[src/design/logic_cell_pkg.sv]
// types, offsets and reset values shared by the logic cell files
// assumes an Avalon-MM master with 4-bit byte addresses and 32-bit data
package logic_cell_pkg;

  typedef enum logic [3:0] {
    MODE_NORMAL = 4'h1,
    MODE_ARITH = 4'h2,
    MODE_UPDOWN = 4'h4,
    MODE_CLRCNT = 4'h8
  } mode_t;

  typedef enum logic [5:0] {
    CP_CLEAR = 6'h01,
    CP_PRESET = 6'h02,
    CP_CLRPRE = 6'h04,
    CP_LOADCLR = 6'h08,
    CP_LOADPRE = 6'h10,
    CP_LOAD = 6'h20
  } cp_mode_t;

  // configuration word, bit 17 down to bit 0
  typedef struct packed {
    mode_t mode;
    cp_mode_t cpMode;
    logic sel3Carry;
    logic packD4;
    logic ceFromD1;
    logic cascEn;
    logic cascOr;
    logic chipRstEn;
    logic localReg;
    logic globalReg;
  } cfg_t;

  typedef struct packed {
    logic [3:0] dataIn;
    logic carryIn;
    logic cascadeIn;
    logic ctrlA;
    logic ctrlB;
    logic chipRstN;
  } cell_in_t;

  typedef struct packed {
    logic localOut;
    logic globalOut;
    logic carryOut;
    logic cascadeOut;
    logic regQ;
  } cell_out_t;

  typedef struct packed {
    cfg_t cfg;
    logic [15:0] lutMask;
    logic cellReg;
    logic ack;
    logic [31:0] rdata;
  } state_t;

  localparam logic [3:0] CFG_OFS = 4'h0;
  localparam logic [3:0] MASK_OFS = 4'h4;
  localparam logic [3:0] STAT_OFS = 4'h8;

  localparam int ST_COMB = 0;
  localparam int ST_REGQ = 1;
  localparam int ST_CARRY = 2;
  localparam int ST_CASC = 3;
  localparam int ST_TRI = 4;

  localparam cfg_t CFG_RST = '{mode: MODE_NORMAL, cpMode: CP_CLEAR, sel3Carry: 1'b0, packD4: 1'b0,
    ceFromD1: 1'b0, cascEn: 1'b0, cascOr: 1'b0, chipRstEn: 1'b1, localReg: 1'b0, globalReg: 1'b1};
  localparam logic [15:0] MASK_RST = 16'h0000;
  localparam state_t STATE_RST = '{cfg: CFG_RST, lutMask: MASK_RST, cellReg: 1'b0, ack: 1'b0,
    rdata: 32'h0000_0000};

endpackage : logic_cell_pkg

[src/design/logic_cell.sv]
// one programmable logic cell with its configuration registers
// assumes an Avalon-MM master on clk and cell inputs synchronous to clk
// Notes on behaviour
// - four modes: normal, arithmetic, up/down counter, clearable counter
// - four data inputs, feedback, carry-in, cascade-in steered per mode
// - register has a clock enable in every mode, optionally from data input one
// - normal mode lut takes data inputs, carry-in or data three selectable
// - normal mode lut output combines with cascade-in into cascade-out
// - cascade combine is AND, or OR through inverted inputs and output
// - packing in normal mode: data four feeds the register, lut computes its own function
// - packed register keeps controls; register and lut outputs swap freely
// - arithmetic mode: sum lut and carry lut of carry-in and two inputs
// - up/down counter: count enable, clock enable, direction, load
// - two-way mux picks count or load data; async load via clear/preset
// - clearable counter: cascade-in is a sync clear forcing zero
// - emulated bus: several drivers give low, no driver gives high
// - clear and preset are active low, unused ones stay high
// - six clear/preset arrangements, all acting at once
// - enabled chip-wide reset clears the register over everything
// - clear mode: either cluster line clears, preset inactive
// - preset by loading a one from data three on line a
// - clear plus preset: line a loads a one, line b clears
// - load modes: line a copies data three at once
// - load with clear: line b reaches only the clear
// - load with preset: register inverted, b presets, a loads data three
`timescale 1ns/100ps
module logic_cell #(
  parameter int TRI_DRIVERS = 4
) (
  input wire logic clk,
  input wire logic rst,
  input wire logic [3:0] address,
  input wire logic read,
  input wire logic write,
  input wire logic [3:0] byteenable,
  input wire logic [31:0] writedata,
  output logic [31:0] readdata,
  output logic waitrequest,
  input wire logic_cell_pkg::cell_in_t cellIn,
  output logic_cell_pkg::cell_out_t cellOut,
  input wire logic [TRI_DRIVERS - 1:0] triEn,
  input wire logic [TRI_DRIVERS - 1:0] triData,
  output logic triBus
);

  logic_cell_pkg::state_t state_ff;
  logic_cell_pkg::state_t nxt_state;
  logic_cell_pkg::cfg_t cfg;
  logic [3:0] d;
  logic [3:0] lut4Sel;
  logic [2:0] idx3;
  logic lut4Y;
  logic lowY;
  logic highY;
  logic clrN;
  logic preN;
  logic invStore;
  logic qStored;
  logic cellQ;
  logic ce;
  logic combOut;
  logic carryOutV;
  logic cascOutV;
  logic dIn;
  logic cnt;
  logic ld;
  logic req;
  logic [31:0] statWord;
  logic [31:0] merged;

  // byte lanes of a write land on the old word
  function automatic logic [31:0] merge(input logic [31:0] old, input logic [31:0] wd,
                                        input logic [3:0] be);
    logic [31:0] r;
    r = old;
    for (int i = 0; i < 4; i++) begin
      if (be[i]) begin
        r[8 * i +: 8] = wd[8 * i +: 8];
      end
    end
    return r;
  endfunction : merge

  assign cfg = state_ff.cfg;
  assign d = cellIn.dataIn;

  // selectors of the table inputs per mode
  assign lut4Sel = {d[3], cfg.sel3Carry ? cellIn.carryIn : d[2], d[1], d[0]};
  always_comb begin
    case (cfg.mode)
      logic_cell_pkg::MODE_UPDOWN: idx3 = {cellIn.cascadeIn, cellIn.carryIn, cellQ};
      logic_cell_pkg::MODE_CLRCNT: idx3 = {d[1], cellIn.carryIn, cellQ};
      default: idx3 = {cellIn.carryIn, d[1], d[0]};
    endcase
  end

  lut_unit #(.INPUTS(4)) u_lut4 (
    .mask(state_ff.lutMask),
    .sel(lut4Sel),
    .y(lut4Y)
  );
  lut_unit #(.INPUTS(3)) u_lut_low (
    .mask(state_ff.lutMask[7:0]),
    .sel(idx3),
    .y(lowY)
  );
  lut_unit #(.INPUTS(3)) u_lut_high (
    .mask(state_ff.lutMask[15:8]),
    .sel(idx3),
    .y(highY)
  );
  tri_emul #(.DRIVERS(TRI_DRIVERS)) u_tri (
    .en(triEn),
    .data(triData),
    .bus(triBus)
  );

  // clear and preset are active low; the asynchronous effect is shown at once through qStored
  always_comb begin
    clrN = 1'b1;
    preN = 1'b1;
    invStore = 1'b0;
    case (cfg.cpMode)
      logic_cell_pkg::CP_CLEAR: begin
        clrN = ~(cellIn.ctrlA | cellIn.ctrlB);
      end
      logic_cell_pkg::CP_PRESET: begin
        preN = ~(cellIn.ctrlA & d[2]);
        clrN = ~(cellIn.ctrlA & ~d[2]);
      end
      logic_cell_pkg::CP_CLRPRE: begin
        preN = ~cellIn.ctrlA;
        clrN = ~cellIn.ctrlB;
      end
      logic_cell_pkg::CP_LOADCLR: begin
        preN = ~(cellIn.ctrlA & d[2]);
        clrN = ~((cellIn.ctrlA & ~d[2]) | cellIn.ctrlB);
      end
      logic_cell_pkg::CP_LOADPRE: begin
        invStore = 1'b1;
        preN = ~(cellIn.ctrlA & ~d[2]);
        clrN = ~((cellIn.ctrlA & d[2]) | cellIn.ctrlB);
      end
      default: begin
        preN = ~(cellIn.ctrlA & d[2]);
        clrN = ~(cellIn.ctrlA & ~d[2]);
      end
    endcase
    if (!clrN) begin
      preN = 1'b1;
    end
    if (cfg.chipRstEn && !cellIn.chipRstN) begin
      clrN = 1'b0;
      preN = 1'b1;
    end
    qStored = !clrN ? 1'b0 : (!preN ? 1'b1 : state_ff.cellReg);
    cellQ = qStored ^ invStore;
  end

  // datapath of the four modes and the register bus
  always_comb begin
    nxt_state = state_ff;
    ce = cfg.ceFromD1 ? d[0] : 1'b1;
    cnt = lowY;
    ld = lowY;
    case (cfg.mode)
      logic_cell_pkg::MODE_ARITH: begin
        combOut = lowY;
        carryOutV = highY;
      end
      logic_cell_pkg::MODE_UPDOWN: begin
        combOut = lowY;
        carryOutV = highY;
        cnt = d[1] ? lowY : cellQ;
        ld = d[3] ? d[2] : cnt;
      end
      logic_cell_pkg::MODE_CLRCNT: begin
        combOut = lowY;
        carryOutV = highY;
        ld = (d[3] ? d[2] : cnt) & ~cellIn.cascadeIn;
      end
      default: begin
        combOut = lut4Y;
        carryOutV = cellIn.carryIn;
      end
    endcase
    // cascade joins the table output of normal and arithmetic modes
    cascOutV = 1'b1;
    if (cfg.mode != logic_cell_pkg::MODE_UPDOWN && cfg.mode != logic_cell_pkg::MODE_CLRCNT) begin
      if (cfg.cascEn) begin
        if (cfg.cascOr) begin
          combOut = ~(~combOut & ~cellIn.cascadeIn);
        end else begin
          combOut = combOut & cellIn.cascadeIn;
        end
      end
      cascOutV = combOut;
      ld = combOut;
    end
    dIn = ld;
    if (cfg.mode == logic_cell_pkg::MODE_NORMAL && cfg.packD4) begin
      dIn = d[3];
    end
    if (!clrN || !preN) begin
      nxt_state.cellReg = qStored;
    end else if (ce) begin
      nxt_state.cellReg = dIn ^ invStore;
    end

    statWord = 32'h0000_0000;
    statWord[logic_cell_pkg::ST_COMB] = combOut;
    statWord[logic_cell_pkg::ST_REGQ] = cellQ;
    statWord[logic_cell_pkg::ST_CARRY] = carryOutV;
    statWord[logic_cell_pkg::ST_CASC] = cascOutV;
    statWord[logic_cell_pkg::ST_TRI] = triBus;

    // one wait cycle: read data is latched while waitrequest is high
    req = read | write;
    waitrequest = req & ~state_ff.ack;
    nxt_state.ack = req & ~state_ff.ack;
    merged = 32'h0000_0000;
    if (read && !state_ff.ack) begin
      case (address)
        logic_cell_pkg::CFG_OFS: nxt_state.rdata = {14'h0000, cfg};
        logic_cell_pkg::MASK_OFS: nxt_state.rdata = {16'h0000, state_ff.lutMask};
        logic_cell_pkg::STAT_OFS: nxt_state.rdata = statWord;
        default: nxt_state.rdata = 32'h0000_0000;
      endcase
    end
    if (write && state_ff.ack) begin
      case (address)
        logic_cell_pkg::CFG_OFS: begin
          merged = merge({14'h0000, cfg}, writedata, byteenable);
          nxt_state.cfg = logic_cell_pkg::cfg_t'(merged[17:0]);
        end
        logic_cell_pkg::MASK_OFS: begin
          merged = merge({16'h0000, state_ff.lutMask}, writedata, byteenable);
          nxt_state.lutMask = merged[15:0];
        end
        default: merged = 32'h0000_0000;
      endcase
    end
  end

  always_ff @(posedge clk or posedge rst) begin
    if (rst) begin
      state_ff <= logic_cell_pkg::STATE_RST;
    end else begin
      state_ff <= nxt_state;
    end
  end

  assign readdata = state_ff.rdata;
  assign cellOut.localOut = cfg.localReg ? cellQ : combOut;
  assign cellOut.globalOut = cfg.globalReg ? cellQ : combOut;
  assign cellOut.carryOut = carryOutV;
  assign cellOut.cascadeOut = cascOutV;
  assign cellOut.regQ = cellQ;

  clear_any_a: assert property (
    @(posedge clk) disable iff (rst)
    (cfg.cpMode == logic_cell_pkg::CP_CLEAR && (cellIn.ctrlA || cellIn.ctrlB)) |-> !cellOut.regQ
  ) else $error("clear line did not clear the cell");

  clear_wins_a: assert property (
    @(posedge clk) disable iff (rst)
    (cfg.cpMode == logic_cell_pkg::CP_LOADCLR && cellIn.ctrlB) |-> !cellOut.regQ
  ) else $error("load overrode a clear");

  load_copy_a: assert property (
    @(posedge clk) disable iff (rst)
    (cfg.cpMode == logic_cell_pkg::CP_LOAD && cellIn.ctrlA && !(cfg.chipRstEn && !cellIn.chipRstN))
      |-> (cellOut.regQ == d[2]) ##1 (state_ff.cellReg == $past(d[2]))
  ) else $error("load did not copy data three");

  inv_preset_a: assert property (
    @(posedge clk) disable iff (rst)
    (cfg.cpMode == logic_cell_pkg::CP_LOADPRE && cellIn.ctrlB && !cellIn.ctrlA) |-> cellOut.regQ
  ) else $error("inverted register not preset");

  chip_reset_a: assert property (
    @(posedge clk) disable iff (rst)
    (cfg.chipRstEn && !cellIn.chipRstN) |=> (state_ff.cellReg == 1'b0)
  ) else $error("chip reset did not clear the register");

  hold_ce_a: assert property (
    @(posedge clk) disable iff (rst)
    (cfg.ceFromD1 && !d[0] && clrN && preN) |=> $stable(state_ff.cellReg)
  ) else $error("register moved without clock enable");

  sync_clear_a: assert property (
    @(posedge clk) disable iff (rst)
    (cfg.mode == logic_cell_pkg::MODE_CLRCNT && ce && cellIn.cascadeIn && clrN && preN)
      |=> (state_ff.cellReg == $past(invStore))
  ) else $error("synchronous clear did not zero the count");

  cascade_and_a: assert property (
    @(posedge clk) disable iff (rst)
    (cfg.mode == logic_cell_pkg::MODE_NORMAL && cfg.cascEn && !cfg.cascOr && !cellIn.cascadeIn)
      |-> !cellOut.cascadeOut
  ) else $error("cascade AND passed a one");

  tri_float_a: assert property (
    @(posedge clk) disable iff (rst)
    (triEn == '0) |-> triBus ##0 ($countones(triEn) < 2 || !triBus)
  ) else $error("floating bus not high");

  tri_clash_a: assert property (
    @(posedge clk) disable iff (rst)
    ($countones(triEn) > 1) |-> !triBus
  ) else $error("contending bus not low");

  preset_load_a: assert property (
    @(posedge clk) disable iff (rst)
    (cfg.cpMode == logic_cell_pkg::CP_PRESET && cellIn.ctrlA && d[2] && !(cfg.chipRstEn && !cellIn.chipRstN))
      |-> cellOut.regQ
  ) else $error("preset line did not load a one");

  clear_preset_a: assert property (
    @(posedge clk) disable iff (rst)
    (cfg.cpMode == logic_cell_pkg::CP_CLRPRE && cellIn.ctrlA && !cellIn.ctrlB && !(cfg.chipRstEn && !cellIn.chipRstN))
      |-> cellOut.regQ
  ) else $error("line a did not preset the cell");

  // an inverted register reads back as one while chip reset holds its store at zero
  chip_over_a: assert property (
    @(posedge clk) disable iff (rst)
    (cfg.chipRstEn && !cellIn.chipRstN) |-> (cellOut.regQ == (cfg.cpMode == logic_cell_pkg::CP_LOADPRE))
  ) else $error("chip reset did not override the controls");

  load_mux_a: assert property (
    @(posedge clk) disable iff (rst)
    (cfg.mode == logic_cell_pkg::MODE_UPDOWN && cfg.cpMode != logic_cell_pkg::CP_LOADPRE && d[3] && ce && clrN && preN)
      |=> (state_ff.cellReg == $past(d[2]))
  ) else $error("synchronous load did not take data three");

  arith_carry_a: assert property (
    @(posedge clk) disable iff (rst)
    (cfg.mode == logic_cell_pkg::MODE_ARITH) |-> (cellOut.carryOut == state_ff.lutMask[{1'b1, cellIn.carryIn, d[1:0]}])
  ) else $error("carry table half not on carry out");

  bus_wait_a: assert property (
    @(posedge clk) disable iff (rst)
    (req && waitrequest) |=> !waitrequest
  ) else $error("bus answer took more than one wait cycle");

endmodule : logic_cell

[src/design/lut_unit.sv]
// lookup table of configurable input count, mask bit picked by the inputs
// assumes mask and select are stable combinational values
`timescale 1ns/100ps
module lut_unit #(
  parameter int INPUTS = 4
) (
  input wire logic [(1 << INPUTS) - 1:0] mask,
  input wire logic [INPUTS - 1:0] sel,
  output logic y
);
  assign y = mask[sel];
endmodule : lut_unit

[src/design/tri_emul.sv]
// internal bus built as a multiplexer in place of tri-state drivers
// assumes enables are active high, one bit per driver
`timescale 1ns/100ps
module tri_emul #(
  parameter int DRIVERS = 4
) (
  input wire logic [DRIVERS - 1:0] en,
  input wire logic [DRIVERS - 1:0] data,
  output logic bus
);
  // contention resolves low, a floating bus resolves high
  always_comb begin
    if (en == '0) begin
      bus = 1'b1;
    end else if ($onehot(en)) begin
      bus = |(en & data);
    end else begin
      bus = 1'b0;
    end
  end
endmodule : tri_emul
[config.mk]
export PLATFORM = sky130hd
export DESIGN_NAME = logic_cell
export DESIGN_NICKNAME = d
export VERILOG_FILES = /design/src/design/logic_cell_pkg.sv /design/src/design/logic_cell.sv /design/src/design/lut_unit.sv /design/src/design/tri_emul.sv
export SDC_FILE = /design/constraint.sdc
export NUM_CORES = 1
export LEC_CHECK = 0
export BUFFER_PORTS_ARGS = -buffer_cell sky130_fd_sc_hd__buf_2
export CAP_MARGIN = 20
export CORE_ASPECT_RATIO = 1.4
export CORE_MARGIN = 3
export CORE_UTILIZATION = 39
export CTS_CLUSTER_DIAMETER = 100
export DETAILED_ROUTE_END_ITERATION = 8
export SLEW_MARGIN = 0
export SYNTH_ARGS = -nofsm -noshare
export SYNTH_HDL_FRONTEND = slang
export SYNTH_SLANG_ARGS = --single-unit
[constraint.sdc]
create_clock -name clk -period 14.4 [get_ports clk]
set_input_delay 4.32 -clock clk [delete_from_list [all_inputs] [get_ports clk]]
set_output_delay 4.32 -clock clk [all_outputs]
set_load 0.01 [all_outputs]
==> flow_metrics.tcl <==
set metrics [dict create \
    startpoint_type "primary input" \
    worstMarginPinSlew_ns 0.776 \
    crit_path_end "cellOut[3]" \
    yosysWarnings 0 \
    htreeDepth 2 \
    num_antenna_cells 0 \
    cts_tree "built" \
    vias 3028 \
    final_cells 530 \
    yosys.cell_types.count 70 \
    power_w 0.000487 \
    postSynthCellCount 382 \
    crit_path_max_fanout 7 \
    grt_max_degree 55 \
    ys_dominant_reg_cell "dfrtp_1" \
    root_buffer "clkbuf_16" \
    fin_worst_skew_ns 0.00626 \
    crit_type "primary input to output pin" \
    cts_resized 0 \
    r2r_slack_ns 11.10 \
    start_util_pct 40.5 \
    hold_viol 0 \
    p_per_area_nw_per_um2 119 \
    clock_sinks 54 \
    syn_area_per_cell_um2 9.67 \
    grt_antenna_before_repair 0 \
    fin_util_pct 44.7 \
    r2r.worst_path.cells 12 \
    gp_congestion 0.844 \
    period_needed_ns 11.36 \
    design_area_um2 4080 \
    globalRouteTotalUtil_pct 18.1 \
    critical_path_arrival_ns 7.04 \
    layout_common_cells "buf_2, dfrtp_1, mux2_2" \
    first_iter_violations 259 \
    r2r_end "state_ff[33]$_DFFE_PP0P_" \
    final_common_cell "buf_2" \
    synth-seq-cells 54 \
    routed_wl_um 9360 \
    cp-end-kind "output pin" \
    slowest_stage "o221ai_1" \
    dp.cells 522 \
    core_um2 9130 \
    max_cap_violations 0 \
    synth_edf_count 0 \
    yosysSeqAreaShare_pct 36.7 \
    die_y_um 121 \
    num-nets-final 489 \
    power_leakage_nw 1.88 \
    io_pins 100 \
    grt_pass1_vias 2980 \
    drv_slew 0 \
    r2r_start "cfg[11]$_DFFE_PP0P_" \
    setup_viol 0 \
    portBuffers 70 \
    drcViolationCount 0 \
    overflow 0 \
    cp.required_ns 10.08 \
    dp_hpwl_um 7190 \
    area_growth_pct 10.5 \
    netlist_area_um2 3690 \
    clock_latency_ns 0.29 \
    fin_crit_sh_pct 78.9 \
    async_flop_share_pct 100 \
    cts_made_buffers 5 \
    max_slew_margin_pct 48.3 \
    clkTransAtPathRegs_ns 0.06 \
    postCtsHoldBufs 0 \
    firstDrtPassIters 4 \
    crit_path_start "cellIn[6]" \
    peakVddDrop_uv 49.1 \
    crit_chain "buf_2, inv_1, a31oi_1, o221ai_1, inv_1, a221o_1, a211o_1, o211ai_1, o32ai_1, a22oi_1, mux2i_1, buf_2" \
    ctsLongestPathBuffers 2 \
    cts_setup_buffers 0 \
    critPathMaxStageDelay_ns 0.62 \
    die_x_um 88.3 \
    via_per_inst 5.71 \
    max_freq_ghz 0.0880 \
    holdCritPathClass "flop to flop" \
    status "finished clean" \
    core.rowCount 41 \
    postRouteAntennaNets 0 \
    routedWlPerCell_um 17.7 \
    drive_gt1_share_pct 32.4 \
    grt_pass1_wl_um 15200 \
    dieArea_um2 10700 \
    tns_ns 0 \
    rsz0062_at_grt "no" \
    placed_area_um2 3920 \
]
layer usage:
metal	track usage (%)	part of all wire, %	up-vias
met2	30.4	50	100
met4	5.95	2.3	0
li1	-	-	1443
met5	0	0	-
met3	2.58	5.1	15
met1	23.7	43	1470
worst min-delay path by stage:
| stage | from | to | slack (ns) | cells after the start |
|---|---|---|---|---|
| 3_5_place_dp | readdata[16]$_DFFE_PP0P_ | readdata[16]$_DFFE_PP0P_ | 0.47 | 2 |
| 2_1_floorplan | readdata[10]$_DFFE_PP0P_ | readdata[10]$_DFFE_PP0P_ | 0.45 | 2 |
| 3_3_place_gp | readdata[16]$_DFFE_PP0P_ | readdata[16]$_DFFE_PP0P_ | 0.46 | 2 |
| 6_report | readdata[16]$_DFFE_PP0P_ | readdata[16]$_DFFE_PP0P_ | 0.47 | 2 |
| 4_1_cts | readdata[16]$_DFFE_PP0P_ | readdata[16]$_DFFE_PP0P_ | 0.48 | 2 |
| 5_1_grt | readdata[11]$_DFFE_PP0P_ | readdata[11]$_DFFE_PP0P_ | 0.51 | 2 |
cell families (layout without fill, tap and decap cells):
group / Yosys count / after routing / synth area share [%]
other: 1 / 14 / 0.101
flip-flops: 54 / 54 / 36.7
AO/OA/AOI/OAI: 102 / 102 / 20.2
XOR/XNOR: 3 / 3 / 1.22
AND/OR/NAND/NOR: 103 / 103 / 14.0
multiplexers: 47 / 47 / 14.9
buffers and inverters: 66 / 94 / 10.6
adder cells (fa/ha/maj): 6 / 6 / 2.24
worst max-delay path: cells and delay by family:
family                 cells  cell delay, ns
AOI/OAI and AO/OA          7            1.92
muxes                      1            0.14
buffers and inverters      4            0.66
through the flow:
step	worst slack [ns]	hold slack (ns)
after floorplan	3.78	0.451
after global placement	3.14	0.462
after detailed placement	3.10	0.466
after CTS	3.08	0.481
after global routing	2.83	0.506
final	3.04	0.471
flip-flops by register name (all words and copies together), names as in the netlist:
register	flops
readdata	18
state_ff	18
cfg	18
synth_stat cells (all sizes together) (3+ instances only):
cell type / instances / area (um^2)
a211oi: 5 / 47.5
ha: 5 / 62.6
mux2: 34 / 383
a22oi: 17 / 133
nand2: 33 / 124
mux2i: 10 / 100
dfstp: 4 / 105
nand4: 3 / 18.8
nor2b: 8 / 50.1
and2: 3 / 18.8
nor4: 4 / 31.3
mux4: 3 / 67.6
inv: 13 / 51.3
o21ai: 32 / 160
dfrtp: 50 / 1250
nand2b: 6 / 37.5
nand3: 5 / 25.0
nor2: 23 / 86.3
and4: 4 / 35.0
buf: 41 / 295
xnor2: 3 / 45.1
nor3: 6 / 35.0
a31oi: 5 / 31.3
clkbuf: 12 / 46.3
a21oi: 8 / 43.8
layout make-up:
| cell class | instances | area [um^2] |
|---|---|---|
| Fill cell | 872 | 5050 |
| Multi-Input combinational cell | 275 | 2010 |
| Sequential cell | 54 | 1360 |
| Timing Repair Buffer | 73 | 373 |
| Tap cell | 107 | 134 |
| Clock buffer | 7 | 133 |
| Inverter | 13 | 51.3 |
| Clock inverter | 1 | 30.0 |
where the power goes:
part / total [W] / internal, W / switching (W)
sequential: 0.000193 / 0.000168 / 0.0000245
clock: 0.000134 / 0.0000822 / 0.0000515
combinational: 0.000161 / 0.0000703 / 0.0000904
Power figures use the tool's default switching activity.
